$ cat config.mk
export PLATFORM = sky130hd
export DESIGN_NAME = fdm_regs
export DESIGN_NICKNAME = d
export VERILOG_FILES = /design/src/hdl/fdm_pkg.sv /design/src/hdl/fdm_regs.sv /design/src/hdl/fdm_monitor_scaler.sv
export VERILOG_INCLUDE_DIRS = /design/src /design/src/hdl
export SDC_FILE = /design/constraint.sdc
export NUM_CORES = 1
export LEC_CHECK = 0
export BUFFER_PORTS_ARGS = -buffer_cell sky130_fd_sc_hd__buf_2
export CORE_ASPECT_RATIO = 1.5
export CORE_MARGIN = 4
export CORE_UTILIZATION = 62
export CTS_BUF_LIST = sky130_fd_sc_hd__clkbuf_2 sky130_fd_sc_hd__clkbuf_4 sky130_fd_sc_hd__clkbuf_8
export CTS_CLUSTER_SIZE = 25
export DETAILED_ROUTE_END_ITERATION = 7
export PLACE_DENSITY = 0.95
export SETUP_SLACK_MARGIN = 0.3
export SYNTH_ARGS = -nofsm -noshare
export SYNTH_HDL_FRONTEND = slang
export SYNTH_HIERARCHICAL = 1
export SYNTH_SLANG_ARGS = --single-unit
$ cat constraint.sdc
create_clock -name core_clk_i -period 14.4 [get_ports core_clk_i]
set_input_delay 1.44 -clock core_clk_i [delete_from_list [all_inputs] [get_ports core_clk_i]]
set_output_delay 1.44 -clock core_clk_i [all_outputs]
set_load 0.005 [all_outputs]
$ cat src/hdl/fdm_defs.svh
// register offsets, field positions, reset values for the monitor control register bank
`ifndef FDM_DEFS_SVH
`define FDM_DEFS_SVH

`define FDM_OFF_CUR_PI 12'h0F0
`define FDM_OFF_SPD_PI 12'h0F2
`define FDM_OFF_MON1 12'h0F4
`define FDM_OFF_MON2 12'h0F6
`define FDM_OFF_KEY 12'h0F8
`define FDM_OFF_COMMIT 12'h0EE

`define FDM_RST_MON1 32'h00110000
`define FDM_RST_MON2 32'h00040000
`define FDM_RST_KEY 15'h0000

`define FDM_M1_ADDR_LSB 0
`define FDM_M1_POL_BIT 12
`define FDM_M1_SCALE_LSB 13
`define FDM_M1_ENUM_LSB 17
`define FDM_M1_WMASK 32'h001FFFFF

`define FDM_M2_ADDR_LSB 0
`define FDM_M2_POL_BIT 14
`define FDM_M2_SCALE_LSB 15
`define FDM_M2_ENUM_LSB 19
`define FDM_M2_WMASK 32'h007FFFFF

`define FDM_KEY_WMASK 32'h00007FFF
`define FDM_ENUM_MAX 16'h001F
`define FDM_BIPOLAR_OFFSET 16'h8000
`define FDM_LOCK_NONE 2'h0
`define FDM_LOCK_MODE1 2'h1
`define FDM_LOCK_MODE2 2'h2

`endif

$ cat src/hdl/fdm_pkg.sv
// types for the monitor control register bank
package fdm_pkg;

    typedef struct packed {
        logic [3:0] enum_mult;
        logic [3:0] scale;
        logic polarity;
    } fdm_mon_cfg_t;

    typedef struct packed {
        logic [9:0] integral;
        logic [9:0] proportional;
    } fdm_gain_pair_t;

endpackage : fdm_pkg

$ cat src/hdl/fdm_regs.sv
// algorithm control register bank: gain readback, monitor configuration, unlock key, commit
`timescale 1ns/1ps
`include "fdm_defs.svh"

// Contract
// - Writing one to the commit bit copies measured motor parameters into the shadow registers; the bit is write-only.
// - The current-loop gain readback is read-only with integral gain in 31-16 and proportional gain in 15-0.
// - The speed-loop gain readback is read-only with integral gain in 31-16 and proportional gain in 15-0.
// - Monitor one shows the variable addressed by bits 11-0 of its configuration register.
// - Monitor two shows the variable addressed by bits 13-0 of its configuration register.
// - Monitor one scale field in bits 16-13 scales by code/8, code zero meaning enum handling.
// - Monitor one enum multiplier in bits 20-17 multiplies by two to its power, only while scale is zero.
// - Monitor one polarity bit 12 selects bipolar with 1.5 V offset (0) or unipolar (1).
// - Monitor two scale field in bits 18-15 scales by code/8, code zero meaning enum handling.
// - Monitor two enum multiplier in bits 22-19 multiplies by two to its power, only while scale is zero.
// - Monitor two polarity bit 14 selects bipolar with 1.5 V offset (0) or unipolar (1).
// - With scale zero the variable is an enumerated quantity with largest value 31.
// - In lock mode 1 or 2 the nonvolatile memory unlocks only when the written key matches the stored one.
module fdm_regs #(
    parameter int VW = 16,
    parameter int PW = 32
) (
    // clock and reset
    input wire logic core_clk_i,
    input wire logic rst_i,
    // register port, one access per strobe
    input wire logic reg_wr_i,
    input wire logic reg_rd_i,
    input wire logic [11:0] reg_addr_i,
    input wire logic [31:0] reg_wdata_i,
    output logic [31:0] reg_rdata_o,
    output logic reg_rvalid_o,
    // gains in use by the control loops
    input wire fdm_pkg::fdm_gain_pair_t current_gain_i,
    input wire fdm_pkg::fdm_gain_pair_t speed_gain_i,
    // variable lookup, one port per monitor
    output logic [11:0] mon1_variable_address_o,
    output logic [13:0] mon2_variable_address_o,
    input wire logic signed [VW-1:0] mon1_var_i,
    input wire logic signed [VW-1:0] mon2_var_i,
    output logic [VW-1:0] monitor_out_one_o,
    output logic [VW-1:0] monitor_out_two_o,
    // measured parameter commit
    input wire logic [PW-1:0] measured_params_i,
    output logic [PW-1:0] shadow_params_o,
    output logic commit_measured_params_o,
    // nonvolatile lock
    input wire logic [1:0] lock_mode_i,
    input wire logic [14:0] lock_key_i,
    output logic nv_unlocked_o
);

    logic [31:0] mon1_cfg;
    logic [31:0] mon2_cfg;
    logic [14:0] user_key;
    fdm_pkg::fdm_mon_cfg_t mon1_fields;
    fdm_pkg::fdm_mon_cfg_t mon2_fields;
    logic [VW-1:0] mon1_code;
    logic [VW-1:0] mon2_code;
    logic sel_cur;
    logic sel_spd;
    logic sel_mon1;
    logic sel_mon2;
    logic sel_key;
    logic commit_hit;
    logic lock_active;
    logic next_unlocked;
    logic [31:0] next_rdata;

    assign sel_cur = (reg_addr_i == `FDM_OFF_CUR_PI);
    assign sel_spd = (reg_addr_i == `FDM_OFF_SPD_PI);
    assign sel_mon1 = (reg_addr_i == `FDM_OFF_MON1);
    assign sel_mon2 = (reg_addr_i == `FDM_OFF_MON2);
    assign sel_key = (reg_addr_i == `FDM_OFF_KEY);
    // the commit bit sits in the debug register just below this bank
    assign commit_hit = reg_wr_i && (reg_addr_i == `FDM_OFF_COMMIT) && reg_wdata_i[0];

    assign mon1_fields.enum_mult = mon1_cfg[`FDM_M1_ENUM_LSB +: 4];
    assign mon1_fields.scale = mon1_cfg[`FDM_M1_SCALE_LSB +: 4];
    assign mon1_fields.polarity = mon1_cfg[`FDM_M1_POL_BIT];
    assign mon2_fields.enum_mult = mon2_cfg[`FDM_M2_ENUM_LSB +: 4];
    assign mon2_fields.scale = mon2_cfg[`FDM_M2_SCALE_LSB +: 4];
    assign mon2_fields.polarity = mon2_cfg[`FDM_M2_POL_BIT];

    // readback is 10-bit values zero-extended into 16-bit halves; writes there are ignored
    assign next_rdata = sel_cur ? {6'h00, current_gain_i.integral, 6'h00, current_gain_i.proportional}
                      : sel_spd ? {6'h00, speed_gain_i.integral, 6'h00, speed_gain_i.proportional}
                      : sel_mon1 ? mon1_cfg
                      : sel_mon2 ? mon2_cfg
                      : sel_key ? {17'h00000, user_key}
                      : 32'h00000000;

    assign lock_active = (lock_mode_i == `FDM_LOCK_MODE1) || (lock_mode_i == `FDM_LOCK_MODE2);
    // key compared live, so a mode or key change relocks without a new write
    assign next_unlocked = !lock_active || (user_key == lock_key_i);

    always_ff @(posedge core_clk_i)
    begin
        if (rst_i)
        begin
            mon1_cfg <= `FDM_RST_MON1;
            mon2_cfg <= `FDM_RST_MON2;
            user_key <= `FDM_RST_KEY;
        end
        else if (reg_wr_i)
        begin
            if (sel_mon1)
                mon1_cfg <= reg_wdata_i & `FDM_M1_WMASK;
            if (sel_mon2)
                mon2_cfg <= reg_wdata_i & `FDM_M2_WMASK;
            if (sel_key)
                user_key <= reg_wdata_i[14:0];
        end
    end

    always_ff @(posedge core_clk_i)
    begin
        if (rst_i)
        begin
            reg_rdata_o <= 32'h00000000;
            reg_rvalid_o <= 1'b0;
            shadow_params_o <= '0;
            commit_measured_params_o <= 1'b0;
            nv_unlocked_o <= 1'b0;
            mon1_variable_address_o <= 12'h000;
            mon2_variable_address_o <= 14'h0000;
            monitor_out_one_o <= '0;
            monitor_out_two_o <= '0;
        end
        else
        begin
            reg_rdata_o <= reg_rd_i ? next_rdata : 32'h00000000;
            reg_rvalid_o <= reg_rd_i;
            if (commit_hit)
                shadow_params_o <= measured_params_i;
            commit_measured_params_o <= commit_hit;
            nv_unlocked_o <= next_unlocked;
            mon1_variable_address_o <= mon1_cfg[11:0];
            mon2_variable_address_o <= mon2_cfg[13:0];
            monitor_out_one_o <= mon1_code;
            monitor_out_two_o <= mon2_code;
        end
    end

    fdm_monitor_scaler #(.VW(VW)) u_mon1 (
        .core_clk_i(core_clk_i),
        .rst_i(rst_i),
        .cfg_i(mon1_fields),
        .var_i(mon1_var_i),
        .code_o(mon1_code)
    );

    fdm_monitor_scaler #(.VW(VW)) u_mon2 (
        .core_clk_i(core_clk_i),
        .rst_i(rst_i),
        .cfg_i(mon2_fields),
        .var_i(mon2_var_i),
        .code_o(mon2_code)
    );

endmodule : fdm_regs

$ cat src/hdl/fdm_monitor_scaler.sv
// one monitor channel: scale, enum handling and polarity of the selected variable
`timescale 1ns/1ps
`include "fdm_defs.svh"

module fdm_monitor_scaler #(
    parameter int VW = 16
) (
    // clock and reset
    input wire logic core_clk_i,
    input wire logic rst_i,
    // configuration and sample
    input wire fdm_pkg::fdm_mon_cfg_t cfg_i,
    input wire logic signed [VW-1:0] var_i,
    // output code, 0 .. full scale
    output logic [VW-1:0] code_o
);

    logic signed [VW+4:0] scaled;
    logic signed [VW+4:0] enum_clip;
    logic signed [VW+4:0] enum_shift;
    logic signed [VW+4:0] chosen;
    logic signed [VW+4:0] max_pos;
    logic signed [VW+4:0] max_neg;
    logic signed [VW+4:0] clipped;
    logic [VW-1:0] next_code;

    // scale by code/8, scale code zero goes to enum handling
    // sample widened first so the product is formed at full width, not at the sample's width
    assign scaled = ($signed({1'b0, cfg_i.scale}) * (VW+5)'(var_i)) >>> 3;
    // enum quantity saturates at 31 before the power-of-two multiplier
    assign enum_clip = (var_i > VW'(signed'(`FDM_ENUM_MAX))) ? (VW+5)'(`FDM_ENUM_MAX)
                     : (var_i < 0) ? (VW+5)'(0) : (VW+5)'(var_i);
    assign enum_shift = enum_clip <<< cfg_i.enum_mult;
    assign chosen = (cfg_i.scale == 4'h0) ? enum_shift : scaled;
    // unipolar has no offset and full positive range; bipolar is centred at mid scale
    assign max_pos = cfg_i.polarity ? (VW+5)'({VW{1'b1}}) : (VW+5)'({(VW-1){1'b1}});
    assign max_neg = cfg_i.polarity ? (VW+5)'(0) : -(VW+5)'(`FDM_BIPOLAR_OFFSET);
    assign clipped = (chosen > max_pos) ? max_pos : (chosen < max_neg) ? max_neg : chosen;
    assign next_code = cfg_i.polarity ? clipped[VW-1:0]
                     : VW'(clipped[VW-1:0] + VW'(`FDM_BIPOLAR_OFFSET));

    // refreshed every cycle so a config change shows at the next update
    always_ff @(posedge core_clk_i)
    begin
        if (rst_i)
            code_o <= '0;
        else
            code_o <= next_code;
    end

endmodule : fdm_monitor_scaler

# After elaboration in Yosys (flattened, before gate mapping)
# Cells that the tools add are included.
# word_totals
elab_cells	72
output_inout_bits	125
ff_bits	216
# classes
reduce_logical	12
addsub	2
multipliers	2
n_eq_ne	9
n_shift	2
n_bitwise	1
n_lt_le_gt_ge	8
muxes	21
# ops
op	count
21-bit two-way mux	8
16-bit two-way mux	8
12-bit by 8-bit == test with 1-bit output, second input constant	6
26-bit two-way mux	2
23-bit two-way mux	2
21-bit by 17-bit greater-than comparator with 1-bit output	2
21-bit < comparator	2
5-bit by 16-bit multiplier with 21-bit output	2
21-bit by 4-bit <<< shifter with 21-bit output	2
16-bit adder, second input constant	2
16-bit by 6-bit greater-than comparator with 1-bit output, second input constant	2
16-bit by 1-bit < comparator with 1-bit output, second input constant	2
15-bit == test	1
15-bit two-way mux	1
4-bit logical NOT	2
2-bit AND reduction	3
4-bit OR reduction	1
2-bit by 1-bit == test with 1-bit output, second input constant	1
2-bit == test, second input constant	1
1-bit logical AND	2
1-bit logical OR	2
2-bit OR reduction	1
1-bit logical NOT	1
1-bit inverter	1

# Longest topological paths before layout
# depth
word_depth	10
ltp_mapped	27

# By module
# The synthesis kept the hierarchy.
# by_module_without_submodules
module	area_each_um2	cells_each	n_inst
fdm_regs	6993.0	791	1
fdm_monitor_scaler at u_mon2	3858.7	489	1
fdm_monitor_scaler at u_mon1	3642.2	458	1

# Least setup slack after synthesis
# No wires, ideal clock.
# synth_timing
path_kind	input to register
startpoint	input mon2_var_i[4]
endpoint	register u_mon2.code_o[0]
path_buffers	1
setup_slack_ns	7.881
arrival_time_ns	6.380
required_time_ns	14.262
cell_stages	24
cell_sequence	and2_1 > ha_1 > fa_1 > inv_1 > fa_1 > inv_1 > ha_1 > a21oi_1 > o211ai_1 > a21boi_0 > a2bb2oi_1 > a221oi_1 > xnor2_1 > a21oi_1 > inv_1 > ha_1 > nor2b_1 > o21a_1 > o21a_1 > o21ai_0 > and3_1 > or3_1 > clkbuf_1 > o21ai_0
# synth_between
elab_chain_cells	10
# synth_rtl
element	line_no	text
start, declared	fdm_regs.sv:40	input wire logic signed [VW-1:0] mon2_var_i,
parallel branches: the longest is 4 deep, another holds 5-bit by 16-bit multiplier with 21-bit output	n/a	
21-bit two-way mux (*)	fdm_monitor_scaler.sv:34	assign chosen = (cfg_i.scale == 4'h0) ? enum_shift : scaled;
21-bit < comparator	fdm_monitor_scaler.sv:38	assign clipped = (chosen > max_pos) ? max_pos : (chosen < max_neg) ? max_neg : chosen;
16-bit two-way mux	fdm_monitor_scaler.sv:38	
16-bit two-way mux (*)	fdm_monitor_scaler.sv:38	
16-bit adder	fdm_monitor_scaler.sv:40	: VW'(clipped[VW-1:0] + VW'(`FDM_BIPOLAR_OFFSET));
16-bit two-way mux (*)	fdm_monitor_scaler.sv:39	assign next_code = cfg_i.polarity ? clipped[VW-1:0]
end signal, assigned	fdm_monitor_scaler.sv:48	code_o <= next_code;
end, declared	fdm_monitor_scaler.sv:15	output logic [VW-1:0] code_o
# Mark *: on every way between the ends.
# A chain may end at the register's enable or synchronous reset.

# Final worst setup path
# layout_timing
startpoint	input mon2_var_i[4]
endpoint	register u_mon2.code_o[2]
# Same word-level chain as after synthesis.

==> impl_metrics.toml <==
[clock_network]
cts_tree = "done"
numCtsBuffers = 34
clockBufferDepth = 3
cts_setup_buffers = 0
root_buffer = "clkbuf_8"
clkSinkCount = 210
clk_latency_ns = 0.55
ctsResizeCount = 0
cts_hold_buffers = 0
cts.clk_slew.worst_paths_ns = 0.06
htreeDepth = 2

[logic_synthesis]
synth_seq_cells = 210
synthAdderAreaFrac = 0.169
synth.area.top_cells = "dfxtp_1 (29%), fa_1 (9.1%), ha_1 (7.8%)"
synthCells = 1738
synthDominantCellAreaShare = 0.290
ys_types = 95
synth_compound_area_frac = 0.206
synthSimpleGateAreaFrac = 0.212
yosysTopAreaCell = "dfxtp_1"
seq_area_frac_synth = 0.290
ys_async_sr_fraction = 0
synthXorXnorAreaFrac = 0.0290
ys.flop_type = "dfxtp_1"
synthesis.area_mm2 = 0.0145
synth_edf_count = 0
syn_avg_cell_area_um2 = 8.34
yosys-top-cells-count = "dfxtp_1 (210), inv_1 (157), a21oi_1 (154)"
yosysWarnings = 6
synth.area.mux_share = 0.0154
synth_most_common_cell = "dfxtp_1"
synth_top_family_by_area = "simple AND/OR/NAND/NOR gates"

[grt]
grt-busiest-layer = "met2"
grt_use_total = 0.324
met3_usage = 0.0644
grt_pass1_vias = 14187
antenna_found_initial = 6
grt_remaining_overflow = 0
grt_max_degree = 83
grt_first_pass_wirelength_um = 69500
use_met1 = 0.349
grtUsageMet2 = 0.579

[job]
cap_violations = 0

[timing]
slew-limit-headroom = 0.188
holdWs_ns = 0.432
fin_crit_ns = 6.91
setup_viol = 0
min_period_over_period = 0.480
worstMarginPinSlew_ns = 1.22
fin_skew_ns = 0.0372
fin_tns_setup_ns = 0
rsz0062_at_grt = "no"
max_freq_mhz = 145
finalMaxSlewViolations = 0
finalHoldViolCount = 0

[finish]
drive_gt1_frac = 0.204
regArea_mm2 = 0.00420
multi_input_area_mm2 = 0.00920
fill_cells = 1756
syn2layout_area_growth_pct = 14.8
nNetsFinal = 2277

[power]
pwr-share-comb = 0.110
p_clk_frac = 0.438
power.density_mw_per_mm2 = 79.6
swShare = 0.256
total_leakage_power_nw = 7.46
p_sw_mw = 0.339
intPower_mw = 0.985
ir_worst_vdd_mv = 0.0698
seqPwrFrac = 0.452

[run_status]
status = "completed"

[route]
num_vias = 14235
via_per_inst = 6.21
drc = 0
drt-initial-drc-count = 1482
firstDrtPassIters = 6
drt-total-wl_um = 44200
avgRoutedWirePerCell_um = 19.3
ant_nets = 0

[floorplan]
design.core.area_mm2 = 0.0231
initial_utilization = 0.629
rows = 68
die_h_um = 195
die_area_mm2 = 0.0259
ioPinCount = 294
die_w_um = 133

[worst_hold_path]
min_path_type = "flop to flop"

[place]
gp_congestion = 1.02
place.port_buffers = 278
place_hpwl_um = 32600

[critical_path]
cp.arrival_ns = 7.29
worst-setup-path-type = "input port to flop"
critical_path.startpoint_type = "input port"
critPathMaxFanout = 13
cp-end-kind = "flop"
cp.required_ns = 14.78
## cells by family after synthesis
group                      count (synthesis)
AOI/OAI and AO/OA                        475
xor gates and xnor gates                  48
adders and majority gates                156
buffers and inverters                    274
DFF                                      210
muxes                                     19
other                                      1
and+or+nand+nor                          555
## registers in the layout, indices dropped and copies added, names as in the netlist, 12 cells and up
name	count
reg_rdata_o	26
u_mon1/code_o	16
monitor_out_two_o	16
user_key	15
mon1_variable_address_o	12
monitor_out_one_o	16
mon2_cfg	23
mon1_cfg	21
u_mon2/code_o	16
shadow_params_o	32
mon2_variable_address_o	14
## critical path: stages
cell and delay (ns):
buf_2 0.16, and2_1 0.18, ha_1 0.31, fa_1 0.54
inv_1 0.06, fa_1 0.55, inv_1 0.05, ha_1 0.35
a21oi_1 0.30, o211ai_1 0.18, a21boi_0 0.31, a2bb2oi_1 0.20
a221oi_1 0.36, xnor2_1 0.14, a21oi_1 0.22, inv_1 0.08
ha_1 0.26, nor2b_1 0.14, o21a_1 0.17, o21a_1 0.18
o21ai_0 0.19, and3_1 0.23, or3_1 0.48, o21ai_0 0.19
## layer usage
layer / share of wire / up-vias / wire, um
met1: 0.35 / 6686 / 15300
met2: 0.50 / 821 / 22200
met4: 0.066 / 6 / 2920
li1: - / 6490 / -
met3: 0.083 / 232 / 3650
met5: 0.0010 / - / 45
## metrics by stage
| step | instance area, um^2 | std cells | util | setup WS [ns] | power (mW) |
|---|---|---|---|---|---|
| floorplan | 14500 | 1743 | - | 7.88 | 0.696 |
| global placement | 15900 | 2231 | 0.688 | 7.30 | 0.747 |
| detailed placement | 15900 | 2231 | 0.688 | 7.11 | 0.753 |
| CTS | 16600 | 2288 | 0.721 | 7.61 | 1.33 |
| global route | 16600 | 2289 | 0.721 | 7.21 | 1.37 |
| finish | 16600 | 2291 | 0.721 | 7.49 | 1.32 |
## final timing paths
kind / start / end / slack [ns] / depth (start not counted)
max: mon2_var_i[4] / u_mon2/code_o[2] / 7.49 / 24
min: u_mon2/code_o[9] / monitor_out_two_o[9] / 0.43 / 1
max reg2reg: mon2_cfg[18] / u_mon2/code_o[2] / 7.71 / 20
min reg2reg: u_mon2/code_o[9] / monitor_out_two_o[9] / 0.43 / 1
## final cells by class
class / instances / area share
clock inverters: 9 / 0.00880
inverters: 158 / 0.0357
diodes: 3 / 0.000451
flip-flops and latches: 210 / 0.253
repair buffers: 289 / 0.0888
well taps: 315 / 0.0237
multi-input cells: 1259 / 0.553
clock buffers: 48 / 0.0371
## power by group through the flow
stage          logic, mW  clock network [mW]  registers (mW)
2_1_floorplan     0.0856                   0           0.610
4_1_cts            0.143               0.588           0.598
6_report           0.146               0.580           0.598
3_3_place_gp       0.137                   0           0.610
5_1_grt            0.160               0.614           0.598
3_5_place_dp       0.142                   0           0.611
## layout by cell type, fill, tap and decap left out, drive strengths merged, types with 9 or more instances in the layout
cell    Yosys  layout
buf        41     289
dfxtp     210     210
inv       158     161
a21oi     154     154
o21ai     153     153
nand3     121     121
and2       98      98
ha         90      90
nand2      86      86
nor2       68      68
fa         66      66
nor2b      60      60
clkbuf     75      48
xor2       36      36
nor3       26      26
nor4       24      24
a221oi     18      18
o21bai     16      16
nand2b     14      14
nand4      14      14
a211oi     13      13
o211ai     12      12
xnor2      12      12
a22oi      11      11
mux2i      11      11
a21o       11      11
a32oi      10      10
and3        9       9
o21a        9       9
Note: power is estimated with default switching activity, not from simulation.
